--- config.mk ---
export PLATFORM = sky130hd
export DESIGN_NAME = awr_watchdog
export DESIGN_NICKNAME = d
export VERILOG_FILES = /design/src/rtl/awr_pkg.sv /design/src/rtl/awr_step_div.sv /design/src/rtl/awr_nv_store.sv /design/src/rtl/awr_watchdog.sv
export SDC_FILE = /design/constraint.sdc
export NUM_CORES = 1
export LEC_CHECK = 0
export ABC_AREA = 1
export BUFFER_PORTS_ARGS = -buffer_cell sky130_fd_sc_hd__buf_2
export CELL_PAD_IN_SITES_DETAIL_PLACEMENT = 0
export CELL_PAD_IN_SITES_GLOBAL_PLACEMENT = 2
export CORE_ASPECT_RATIO = 0.6
export CORE_MARGIN = 4
export CORE_UTILIZATION = 35
export DETAILED_ROUTE_END_ITERATION = 10
export GPL_ROUTABILITY_DRIVEN = 1
export PLACE_DENSITY = 0.77
export SYNTH_ARGS = -nofsm -noshare
export SYNTH_HDL_FRONTEND = slang
export SYNTH_SLANG_ARGS = --single-unit
--- constraint.sdc ---
create_clock -name clk -period 2.85 [get_ports clk]
set_input_delay 0.57 -clock clk [delete_from_list [all_inputs] [get_ports clk]]
set_output_delay 0.57 -clock clk [all_outputs]
set_load 0.02 [all_outputs]
--- src/rtl/awr_pkg.sv ---
// Purpose: Shared constants for the application watchdog and run flag block
// Assumes: 8-bit register port, 25 MHz system clock
// Notes:   Register offsets are the byte addresses of the register port
package awr_pkg;
	localparam logic [7:0] AWR_OFS_ACTION  = 8'h23;
	localparam logic [7:0] AWR_OFS_GRACE   = 8'h24;
	localparam logic [7:0] AWR_OFS_COMMIT  = 8'h25;
	localparam logic [7:0] AWR_OFS_COUNT   = 8'h30;
	localparam logic [7:0] AWR_OFS_RUNNING = 8'h31;

	localparam logic [7:0] AWR_ACT_OFF      = 8'h00;
	localparam logic [7:0] AWR_ACT_ALERT    = 8'h01;
	localparam logic [7:0] AWR_ACT_POWEROFF = 8'h02;

	localparam logic [7:0] AWR_RST_ACTION = 8'h00;
	localparam logic [7:0] AWR_RST_GRACE  = 8'h02;
	localparam logic [7:0] AWR_RST_COUNT  = 8'h00;
	localparam logic [7:0] AWR_COMMIT_KEY = 8'h46;
	localparam logic [7:0] AWR_ZERO       = 8'h00;

	// Watchdog step and system clock
	localparam int AWR_STEP_S     = 10;
	localparam int AWR_CLK_HZ     = 25000000;
	localparam int AWR_STEP_TICKS = AWR_STEP_S * AWR_CLK_HZ;

	// Host power states
	typedef enum logic [1:0] {
		AWR_OFF  = 2'b00,
		AWR_BOOT = 2'b01,
		AWR_RUN  = 2'b11,
		AWR_SHDN = 2'b10
	} awr_state_e;

	// Power indicator patterns
	typedef enum logic [1:0] {
		AWR_LED_DARK   = 2'b00,
		AWR_LED_PULSE  = 2'b01,
		AWR_LED_STEADY = 2'b10,
		AWR_LED_ERROR  = 2'b11
	} awr_led_e;
endpackage : awr_pkg

--- src/rtl/awr_step_div.sv ---
// Purpose: Divides the system clock down to one-cycle watchdog step pulses
// Assumes: Single clock domain
// Notes:   Restart realigns the step to a fresh full period
`timescale 1ns/1ns
module awr_step_div #(
	parameter int TICKS = awr_pkg::AWR_STEP_TICKS
) (
	// System
	input  wire logic clk,
	input  wire logic rst,
	// Control
	input  wire logic run,
	input  wire logic restart,
	// Output
	output logic      step
);
	import awr_pkg::*;

	logic [31:0] cnt_q;

	always_ff @(posedge clk or posedge rst) begin
		if (rst) begin
			cnt_q <= 32'h0;
		end else if (restart || !run) begin
			cnt_q <= 32'h0;
		end else if (cnt_q == 32'(TICKS - 1)) begin
			cnt_q <= 32'h0;
		end else begin
			cnt_q <= cnt_q + 32'h1;
		end
	end

	assign step = run && !restart && (cnt_q == 32'(TICKS - 1));
endmodule : awr_step_div

--- src/rtl/awr_nv_store.sv ---
// Purpose: Nonvolatile copy of the flash-backed configuration
// Assumes: Contents survive rst, which stands for a full power loss
// Notes:   Read data come from a register; start-up values are the register reset defaults
`timescale 1ns/1ns
module awr_nv_store (
	// System
	input  wire logic       clk,
	// Write side
	input  wire logic       commit,
	input  wire logic [7:0] action_in,
	input  wire logic [7:0] grace_in,
	// Read side
	output logic      [7:0] action_out,
	output logic      [7:0] grace_out
);
	import awr_pkg::*;

	// No reset: committed values must outlive a power loss
	logic [7:0] mem_action_q = AWR_RST_ACTION;
	logic [7:0] mem_grace_q  = AWR_RST_GRACE;

	always_ff @(posedge clk) begin
		if (commit) begin
			mem_action_q <= action_in;
			mem_grace_q  <= grace_in;
		end
	end

	// Free-running copy so the restore after reset sees the stored word
	always_ff @(posedge clk) begin
		action_out <= mem_action_q;
		grace_out  <= mem_grace_q;
	end
endmodule : awr_nv_store

--- src/rtl/awr_watchdog.sv ---
// Purpose: Application watchdog, host running flag and configuration commit
// Assumes: Register port decoded upstream from the serial link; pins synchronised here
// Notes:   rst is a full power loss; host power-off alone keeps settings
`timescale 1ns/1ns
module awr_watchdog #(
	parameter int STEP_TICKS = awr_pkg::AWR_STEP_TICKS
) (
	// System
	input  wire logic       clk,
	input  wire logic       rst,
	// Register port
	input  wire logic       reg_wr,
	input  wire logic       reg_rd,
	input  wire logic [7:0] reg_addr,
	input  wire logic [7:0] reg_wdata,
	output logic      [7:0] reg_rdata,
	// Power and pins
	input  wire logic       host_power_req,
	input  wire logic       button_pin,
	input  wire logic       battery_low_pin,
	input  wire logic       shutdown_done_pin,
	output logic            host_power_en,
	output logic            shutdown_request,
	output awr_pkg::awr_led_e power_indicator
);
	import awr_pkg::*;

	// ----------------------------------------
	// Input synchronisers
	// ----------------------------------------
	logic [2:0] sync1_q;
	logic [2:0] sync2_q;

	always_ff @(posedge clk or posedge rst) begin
		if (rst) begin
			sync1_q <= 3'h0;
			sync2_q <= 3'h0;
		end else begin
			sync1_q <= {shutdown_done_pin, battery_low_pin, button_pin};
			sync2_q <= sync1_q;
		end
	end

	logic button_s;
	logic batt_low_s;
	logic done_s;
	logic button_prev_q;
	logic button_press;

	assign button_s   = sync2_q[0];
	assign batt_low_s = sync2_q[1];
	assign done_s     = sync2_q[2];

	always_ff @(posedge clk or posedge rst) begin
		if (rst) begin
			button_prev_q <= 1'b0;
		end else begin
			button_prev_q <= button_s;
		end
	end

	assign button_press = button_s && !button_prev_q;

	// ----------------------------------------
	// Register decode
	// ----------------------------------------
	function automatic logic hit(input logic [7:0] a, input logic [7:0] ofs);
		return reg_wr && (a == ofs);
	endfunction : hit

	logic wr_action;
	logic wr_grace;
	logic wr_commit;
	logic wr_count;
	logic wr_running;

	assign wr_action  = hit(reg_addr, AWR_OFS_ACTION);
	assign wr_grace   = hit(reg_addr, AWR_OFS_GRACE);
	assign wr_commit  = hit(reg_addr, AWR_OFS_COMMIT);
	assign wr_count   = hit(reg_addr, AWR_OFS_COUNT);
	assign wr_running = hit(reg_addr, AWR_OFS_RUNNING);

	// ----------------------------------------
	// Configuration and flash copy
	// ----------------------------------------
	logic [7:0] action_q;
	logic [7:0] grace_q;
	logic [7:0] nv_action;
	logic [7:0] nv_grace;
	logic       commit;
	logic       restore_q;

	assign commit = wr_commit && (reg_wdata == AWR_COMMIT_KEY);

	awr_nv_store u_nv (
		.clk        (clk),
		.commit     (commit),
		.action_in  (action_q),
		.grace_in   (grace_q),
		.action_out (nv_action),
		.grace_out  (nv_grace)
	);

	// One cycle after power returns the committed copy is loaded
	always_ff @(posedge clk or posedge rst) begin
		if (rst) begin
			restore_q <= 1'b1;
		end else begin
			restore_q <= 1'b0;
		end
	end

	always_ff @(posedge clk or posedge rst) begin
		if (rst) begin
			action_q <= AWR_RST_ACTION;
			grace_q  <= AWR_RST_GRACE;
		end else if (restore_q) begin
			action_q <= nv_action;
			grace_q  <= nv_grace;
		end else begin
			if (wr_action) begin
				action_q <= reg_wdata;
			end
			if (wr_grace) begin
				grace_q <= reg_wdata;
			end
		end
	end

	// ----------------------------------------
	// Host power state
	// ----------------------------------------
	awr_state_e state_q;
	logic       running_q;
	logic       wd_fire_off;

	always_ff @(posedge clk or posedge rst) begin
		if (rst) begin
			state_q <= AWR_OFF;
		end else begin
			unique case (state_q)
				AWR_OFF: begin
					if (host_power_req) begin
						state_q <= AWR_BOOT;
					end
				end
				AWR_BOOT: begin
					if (wr_running && reg_wdata != AWR_ZERO) begin
						state_q <= AWR_RUN;
					end
				end
				AWR_RUN: begin
					if (!running_q || wd_fire_off) begin
						state_q <= AWR_SHDN;
					end
				end
				AWR_SHDN: begin
					if (done_s) begin
						state_q <= AWR_OFF;
					end
				end
			endcase
		end
	end

	// Clears win over the host's own set in the same cycle
	always_ff @(posedge clk or posedge rst) begin
		if (rst) begin
			running_q <= 1'b0;
		end else if (state_q == AWR_OFF || state_q == AWR_SHDN) begin
			running_q <= 1'b0;
		end else if (state_q == AWR_RUN && (button_press || batt_low_s)) begin
			running_q <= 1'b0;
		end else if (state_q == AWR_BOOT && batt_low_s) begin
			running_q <= 1'b0;
		end else if (wr_running) begin
			running_q <= (reg_wdata != AWR_ZERO);
		end
	end

	logic boot_done;

	assign boot_done = (state_q == AWR_BOOT) && wr_running && (reg_wdata != AWR_ZERO) && !batt_low_s;

	// ----------------------------------------
	// Watchdog countdown
	// ----------------------------------------
	logic [7:0] count_q;
	logic       expired_q;
	logic       alert_q;
	logic       step;
	logic       enabled;

	assign enabled = (action_q != AWR_ACT_OFF);

	awr_step_div #(
		.TICKS (STEP_TICKS)
	) u_div (
		.clk     (clk),
		.rst     (rst),
		.run     (enabled && count_q != AWR_ZERO),
		.restart (wr_count || boot_done),
		.step    (step)
	);

	always_ff @(posedge clk or posedge rst) begin
		if (rst) begin
			count_q <= AWR_RST_COUNT;
		end else if (wr_count) begin
			count_q <= reg_wdata;
		end else if (boot_done) begin
			count_q <= grace_q;
		end else if (step) begin
			count_q <= count_q - 8'h01;
		end
	end

	// Reaching zero fires once; a fresh nonzero load rearms
	logic fire;

	assign fire = step && (count_q == 8'h01) && !wr_count && !boot_done && !expired_q;

	always_ff @(posedge clk or posedge rst) begin
		if (rst) begin
			expired_q <= 1'b0;
		end else if (fire) begin
			expired_q <= 1'b1;
		end else if ((wr_count && reg_wdata != AWR_ZERO) || boot_done) begin
			expired_q <= 1'b0;
		end
	end

	assign wd_fire_off = fire && (action_q == AWR_ACT_POWEROFF);

	always_ff @(posedge clk or posedge rst) begin
		if (rst) begin
			alert_q <= 1'b0;
		end else if (fire && action_q == AWR_ACT_ALERT) begin
			alert_q <= 1'b1;
		end else if (state_q == AWR_OFF || (wr_count && reg_wdata != AWR_ZERO)) begin
			alert_q <= 1'b0;
		end
	end

	// ----------------------------------------
	// Outputs
	// ----------------------------------------
	always_ff @(posedge clk or posedge rst) begin
		if (rst) begin
			power_indicator  <= AWR_LED_DARK;
			host_power_en    <= 1'b0;
			shutdown_request <= 1'b0;
		end else begin
			host_power_en    <= (state_q != AWR_OFF);
			shutdown_request <= (state_q == AWR_SHDN);
			if (state_q == AWR_OFF) begin
				power_indicator <= AWR_LED_DARK;
			end else if (state_q == AWR_RUN && alert_q) begin
				power_indicator <= AWR_LED_ERROR;
			end else if (state_q == AWR_RUN) begin
				power_indicator <= AWR_LED_STEADY;
			end else begin
				power_indicator <= AWR_LED_PULSE;
			end
		end
	end

	always_ff @(posedge clk or posedge rst) begin
		if (rst) begin
			reg_rdata <= AWR_ZERO;
		end else if (reg_rd) begin
			unique case (reg_addr)
				AWR_OFS_ACTION:  reg_rdata <= action_q;
				AWR_OFS_GRACE:   reg_rdata <= grace_q;
				AWR_OFS_COUNT:   reg_rdata <= count_q;
				AWR_OFS_RUNNING: reg_rdata <= {7'h0, running_q};
				default:         reg_rdata <= AWR_ZERO;
			endcase
		end
	end

	// ----------------------------------------
	// Checks
	// ----------------------------------------
	a_off_holds: assert property (@(posedge clk) disable iff (rst)
		!enabled && !wr_count && !boot_done |=> count_q == $past(count_q))
		else $error("countdown moved while disabled");
	a_step_dec: assert property (@(posedge clk) disable iff (rst)
		step && !wr_count && !boot_done |=> count_q == $past(count_q) - 8'h01)
		else $error("step did not decrement");
	a_grace_load: assert property (@(posedge clk) disable iff (rst)
		boot_done && !wr_count |=> count_q == $past(grace_q))
		else $error("grace not loaded");
	a_count_write: assert property (@(posedge clk) disable iff (rst)
		wr_count |=> count_q == $past(reg_wdata))
		else $error("countdown write lost");
	a_zero_holds: assert property (@(posedge clk) disable iff (rst)
		count_q == AWR_ZERO && !wr_count && !boot_done |=> count_q == AWR_ZERO)
		else $error("countdown left zero on its own");
	a_flag_off: assert property (@(posedge clk) disable iff (rst)
		state_q == AWR_OFF |=> !running_q)
		else $error("flag set while host off");
	a_button_clr: assert property (@(posedge clk) disable iff (rst)
		state_q == AWR_RUN && button_press |=> !running_q)
		else $error("button did not clear flag");
	a_alert_led: assert property (@(posedge clk) disable iff (rst)
		fire && action_q == AWR_ACT_ALERT && state_q == AWR_RUN && !running_q == 1'b0
		|=> ##1 power_indicator == AWR_LED_ERROR || state_q != AWR_RUN)
		else $error("no error flash on expiry");
	a_poweroff_act: assert property (@(posedge clk) disable iff (rst)
		state_q == AWR_RUN && wd_fire_off |=> state_q == AWR_SHDN ##1 shutdown_request)
		else $error("no shutdown on expiry");
	a_shdn_done: assert property (@(posedge clk) disable iff (rst)
		state_q == AWR_SHDN && done_s |=> ##1 !host_power_en)
		else $error("power kept after shutdown");
	a_commit_key: assert property (@(posedge clk) disable iff (rst)
		commit |=> ##1 nv_grace == $past(grace_q, 2) && nv_action == $past(action_q, 2))
		else $error("commit not stored");
endmodule : awr_watchdog

## Yosys cells after proc, flatten, opt, wreduce, memory -nomap -nowiden

Index checks and enable logic that the tools add are counted.

| cells by class | value |
|---|---|
| reduce and logical (&&, ||, !) cells | 51 |
| multiplexer cells | 26 |
| bitwise operators | 0 |
| add/subtract/negate cells | 2 |
| divide/modulo/power cells | 0 |
| magnitude comparators | 0 |
| eq/ne operators | 17 |
| $mul | 0 |
| shifts and indexed selects | 0 |

Operators with widths:

| operator | count |
|---|---|
| $mux 32 | 2 |
| $mux 8 | 7 |
| $eq 8x6->1 const B | 5 |
| $add 32x1->32 const B | 1 |
| $eq 32x28->1 const B | 1 |
| $pmux 8 s4 | 1 |
| $logic_and 1x1->1 | 24 |
| $reduce_bool 8->1 | 3 |
| $eq 8x1->1 const B | 2 |
| $mux 2 | 7 |
| $reduce_bool 2->1 | 5 |
| $eq 8x2->1 const B | 1 |
| $eq 8x7->1 const B | 1 |
| $logic_not 1->1 | 8 |
| $mux 1 | 8 |
| $ne 2x2->1 const B | 4 |
| $pmux 2 s4 | 1 |
| $sub 8x1->8 const B | 1 |
| $logic_or 1x1->1 | 7 |
| $eq 2x2->1 const B | 2 |
| $reduce_and 4->1 | 1 |
| $reduce_bool 4->1 | 1 |
| $reduce_bool 3->1 | 1 |
| $eq 2x1->1 const B | 1 |
| $logic_not 2->1 | 1 |

| storage, ports and cells | value |
|---|---|
| RAM bits | 0 |
| memories kept | 0 |
| register bits | 113 |
| input bits | 24 |
| bits in latches | 0 |
| word-level logic and storage cells | 116 |
| output and inout bits | 12 |
| memory bits (read-only) | 0 |

## Depth between registers and ports, before layout

| logic depth | value |
|---|---|
| word-level depth | 17 |
| mapped depth | 13 |
| mapped depth without buffers | 13 |

## Cells and area by module

Synthesis repeated with hierarchy kept, for this count alone.

| second synthesis, totals | value |
|---|---|
| cell total of the unflattened synthesis | 690 |
| area, all modules | 5526.6 um^2 |

By module, submodules not included:

| module | cells an instance | sequential area each (um^2) | times used | area each (um^2) |
|---|---|---|---|---|
| awr_watchdog | 359 | 1228.7 | 1 | 2716.4 |
| awr_step_div | 299 | 800.8 | 1 | 2009.4 |
| awr_nv_store | 32 | 800.8 | 1 | 800.8 |

## Worst setup path before layout

No wires, ideal clock.

| timing | value |
|---|---|
| path type | input to register |
| from | input reg_wdata[5] |
| to | register u_nv.mem_action_q[0], enable pin |
| required time | 2.420 ns |
| setup time | 0.430 ns |
| path buffers | 0 |
| data arrival time | 2.462 ns |
| path slack | -0.042 ns |
| stages | 3 |
| cells stage by stage | nor2_1 nand2_1 nor4_1 |

| on the way | value |
|---|---|
| word-level cells in the longest chain between the ends | 2 |

RTL lines:

| element | RTL line | text |
|---|---|---|
| start: declaration | awr_watchdog.sv:15 | `input wire logic [7:0] reg_wdata,` |
| $eq 8x7->1 | awr_watchdog.sv:93 | `assign commit = wr_commit && (reg_wdata == AWR_COMMIT_KEY);` |
| $logic_and 1x1->1 | awr_watchdog.sv:93 |  |
| via commit | awr_watchdog.sv:90 | `logic commit;` |
| end signal: assignment | awr_nv_store.sv:24 | `mem_action_q <= action_in;` |
| end: declaration | awr_nv_store.sv:19 | `logic [7:0] mem_action_q = AWR_RST_ACTION;` |

The timed path passes the listed nets, and every way through them passes these cells.
A chain may end at the register's enable or synchronous reset.

## Final worst setup path

| timing | value |
|---|---|
| from | register u_div.cnt_q[0] |
| to | register count_q[7] |

| on the way | value |
|---|---|
| word-level cells in the longest chain between the ends | 3 |

RTL lines:

| element | RTL line | text |
|---|---|---|
| start: declaration | awr_step_div.sv:19 | `logic [31:0] cnt_q;` |
| start signal: assignment | awr_step_div.sv:29 | `cnt_q <= cnt_q + 32'h1;` |
| $eq 32x28->1 | awr_step_div.sv:33 | `assign step = run && !restart && (cnt_q == 32'(TICKS - 1));` |
| $logic_and 1x1->1 | awr_step_div.sv:33 |  |
| $reduce_bool 3->1 (no line) | n/a |  |
| end signal: assignment | awr_watchdog.sv:210 | `count_q <= reg_wdata;` |
| end signal: assignment | awr_watchdog.sv:212 | `count_q <= grace_q;` |
| end signal: assignment | awr_watchdog.sv:214 | `count_q <= count_q - 8'h01;` |
| end: declaration | awr_watchdog.sv:188 | `logic [7:0] count_q;` |

No other way between the ends.

==> results.sh <==
export IMPL_antenna_found_initial=0
export IMPL_postSynthCellCount=605
export IMPL_crit_path_max_incr_delay_ns=0.44
export IMPL_stdcell_count=868
export IMPL_setup_violations=0
export IMPL_core_area_sq_um=14700
export IMPL_synth_area_leaders="dfrtp_1 (37%), edfxtp_1 (9.0%), nand2_1 (7.1%), dfxtp_1 (6.0%), nor2_1 (5.9%)"
export IMPL_critPathMaxFanout=16
export IMPL_min_path_type="input pin to asynchronous set/reset pin"
export IMPL_io_buffers=35
export IMPL_clk_pin_slew_ns=0.06
export IMPL_drt_wl_total_microns=14900
export IMPL_sw_frac_of_total_pct=26.6
export IMPL_yosysMostFrequentCell="nand2_1"
export IMPL_cts_buffers=17
export IMPL_tns_ns=0
export IMPL_syn_cell_area_sq_um=5320
export IMPL_synth_edff_count=16
export IMPL_multiInputGateArea_sq_um=2150
export IMPL_globalplace_congestion=0.851
export IMPL_dp_hpwl_microns=11300
export IMPL_status="complete, no violations"
export IMPL_overflow=0
export IMPL_final_core_util_pct=43.7
export IMPL_setup_ws_ns=0.696
export IMPL_max_clock_freq_mhz=464
export IMPL_slew_headroom_pct=49.9
export IMPL_drv_slew=0
export IMPL_hold_slack_ns=0.268
export IMPL_rsz0062_at_grt="no"
export IMPL_crit_type="flip-flop to flip-flop"
export IMPL_post_drt_via_cell_ratio=4.97
export IMPL_start_util_pct=36.2
export IMPL_seqCellArea_sq_um=2830
export IMPL_row_count=34
export IMPL_crit_path_end_kind="flip-flop"
export IMPL_first_global_vias=4074
export IMPL_synth_cell_types=48
export IMPL_worst_slew_pin_slew_ns=0.750
export IMPL_grt_max_degree=44
export IMPL_synthFlopType="dfrtp_1"
export IMPL_cp_slowest_cell="o21ai_4"
export IMPL_grt_pass1_wl_microns=23700
export IMPL_clockRootBuffer="clkbuf_16"
export IMPL_yosys_area_top_type="dfrtp_1"
export IMPL_yosys_warnings=0
export IMPL_hold_viol=0
export IMPL_finalCriticalPeriod_ns=2.15
export IMPL_placed_cells=836
export IMPL_worstPathRequired_ns=3.18
export IMPL_arrival_ns=2.48
export IMPL_post_cts_setup_buffers=0
export IMPL_ant_nets=0
export IMPL_power_density_nw_per_um2=750
export IMPL_cts_sinks=113
export IMPL_synth_top_area_share_pct=37.2
export IMPL_clock_skew_ns=0.00918
export IMPL_p_clk_share_pct=48.8
export IMPL_clk_insertion_delay_late_ns=0.41
export IMPL_clockBufferDepth=2
export IMPL_finalNetCount=684
export IMPL_dieWidth_microns=167
export IMPL_die_area_sq_um=17300
export IMPL_ctsHtreeMaxLevel=4
export IMPL_syn_num_nets=632
export IMPL_crit_chain="ha_1 > nand2_2 > nor2_4 > nand2_2 > nor2_2 > nand3_2 > o21ai_4 > o211ai_1 > o21ai_1"
export IMPL_setup_worst_path_start_class="flip-flop"
export IMPL_crit_top_cell="nand2_2"
export IMPL_seqPwrFrac_pct=39.3
export IMPL_async_reset_ff_share_pct=71.7
export IMPL_cts_tree="built"
export IMPL_ys_ff_latch=113
export IMPL_leakagePower_nw=2.81
export IMPL_reg2reg_slack_ns=0.70
export IMPL_cts_resized=0
export IMPL_timing_final_crit_share_pct=75.6
export IMPL_drive_gt1_share_pct=18.2
export IMPL_drt_iter0_drc=407
export IMPL_fill_cells=1434
export IMPL_diodes=0
export IMPL_cap_violations=0
export IMPL_syn_area_per_cell_sq_um=8.79
export IMPL_peakVddDrop_uv=427
export IMPL_route_detailed_drc=0
export IMPL_p_int_mw=3.54
export IMPL_yosysSeqAreaShare_pct=53.2
export IMPL_drt_first_pass_iters=5
export IMPL_p_sw_mw=1.28
export IMPL_pin_count=36
export IMPL_ys_top_cells_by_count="nand2_1 (100), nor2_1 (83), dfrtp_1 (79)"
export IMPL_wl_per_cell_microns=17.2
export IMPL_grt_use_total_pct=18.1
export IMPL_cts_hold_buffers=0
export IMPL_combPwrFrac_pct=11.9
export IMPL_die_y_microns=103
export IMPL_syn_to_final_growth_pct=20.7
export IMPL_place_ws_ns=0.594
export IMPL_vias=4318
final timing paths:
check	start	to	cells past startpoint
setup / recovery	u_div.cnt_q[0]$_DFF_PP0_	count_q[7]$_DFFE_PP0P_	9
hold / removal	rst	sync2_q[2]$_DFF_PP0_	2
setup reg to reg	u_div.cnt_q[0]$_DFF_PP0_	count_q[7]$_DFFE_PP0P_	9
hold reg to reg	u_nv.mem_grace_q[6]$_DFFE_PP_	u_nv.grace_out[6]$_DFF_P_	0
max in group asynchronous	rst	u_div.cnt_q[2]$_DFF_PP0_	3
min in group clk	shutdown_done_pin	sync1_q[2]$_DFF_PP0_	1
cells by family (layout without fill, tap and decap cells):
family | Yosys count | after routing | synth area share [%]
AND/OR/NAND/NOR | 291 | 291 | 26.1
XOR/XNOR | 18 | 18 | 2.96
flip-flops | 113 | 113 | 53.2
multiplexers | 1 | 1 | 0.212
other | 1 | 1 | 0.0705
AO/OA/AOI/OAI | 89 | 89 | 10.0
buffers and inverters | 89 | 154 | 6.68
adder cells (fa/ha/maj) | 3 | 3 | 0.706
area by class of cell:
cell class	count	area share [%]
tap	198	3.86
clock inverter	13	3.24
timing repair buffer	42	3.74
clock buffer	19	6.90
multi-input combinational	403	33.5
inverter	80	4.70
sequential	113	44.1
flip-flops by register name, summed over array words and instances, names as in the netlist, 2 cells and up:
signal and flops:
u_div.cnt_q 32, action_q 8, count_q 8, grace_q 8, reg_rdata 8, u_nv.action_out 8
u_nv.grace_out 8, u_nv.mem_action_q 8, u_nv.mem_grace_q 8, sync1_q 3, sync2_q 3, power_indicator 2
state_q 2
worst max-delay path: cells and delay by family, from the launching register on:
kind / cells / cell delay, ns
compound gates: 3 / 0.69
fa+ha+maj: 1 / 0.21
flops: 1 / 0.42
simple gates: 5 / 0.74
metrics by stage:
step | instance area (sq um) | power [mW]
final | 6420 | 4.81
after global routing | 6420 | 5.04
after CTS | 6420 | 4.86
after detailed placement | 5770 | 2.49
after global placement | 5770 | 2.49
after floorplan | 5330 | 2.30
power by group through the flow:
| stage | clock network [mW] | logic [mW] | registers, mW |
|---|---|---|---|
| floorplan | 0 | 0.377 | 1.92 |
| global placement | 0 | 0.574 | 1.91 |
| detailed placement | 0 | 0.575 | 1.92 |
| CTS | 2.39 | 0.580 | 1.89 |
| global route | 2.48 | 0.649 | 1.91 |
| finish | 2.35 | 0.573 | 1.89 |
cell usage in the layout, fill, tap and decap left out, drive strengths merged:
cell type	netlist	final
clkinvlp	0	3
a211oi	2	2
dfstp	2	2
dfrtp	79	79
edfxtp	16	16
nand4	16	16
o221ai	1	1
inv	80	81
a31oi	8	8
and3	5	5
clkbuf	4	19
xnor2	3	3
mux2	1	1
nor4	4	4
clkinv	0	4
nor3b	4	4
ha	3	3
dfxtp	16	16
o22ai	3	3
or2	2	2
a21oi	18	18
o31ai	1	1
nor3	33	33
bufinv	0	5
conb	1	1
nand3	29	29
o211ai	12	12
xor2	15	15
nor2	91	91
nand2	107	107
o21ai	44	44
buf	5	42
routing by layer:
layer	GRT usage [%]	share of wire (%)	wire length (microns)
met3	5.66	7.6	1130
met4	4.05	0.54	80
met2	21.5	35	5180
met1	30.3	57	8550
met5	0	0	0
No activity file was read; power rests on OpenSTA's default activity.
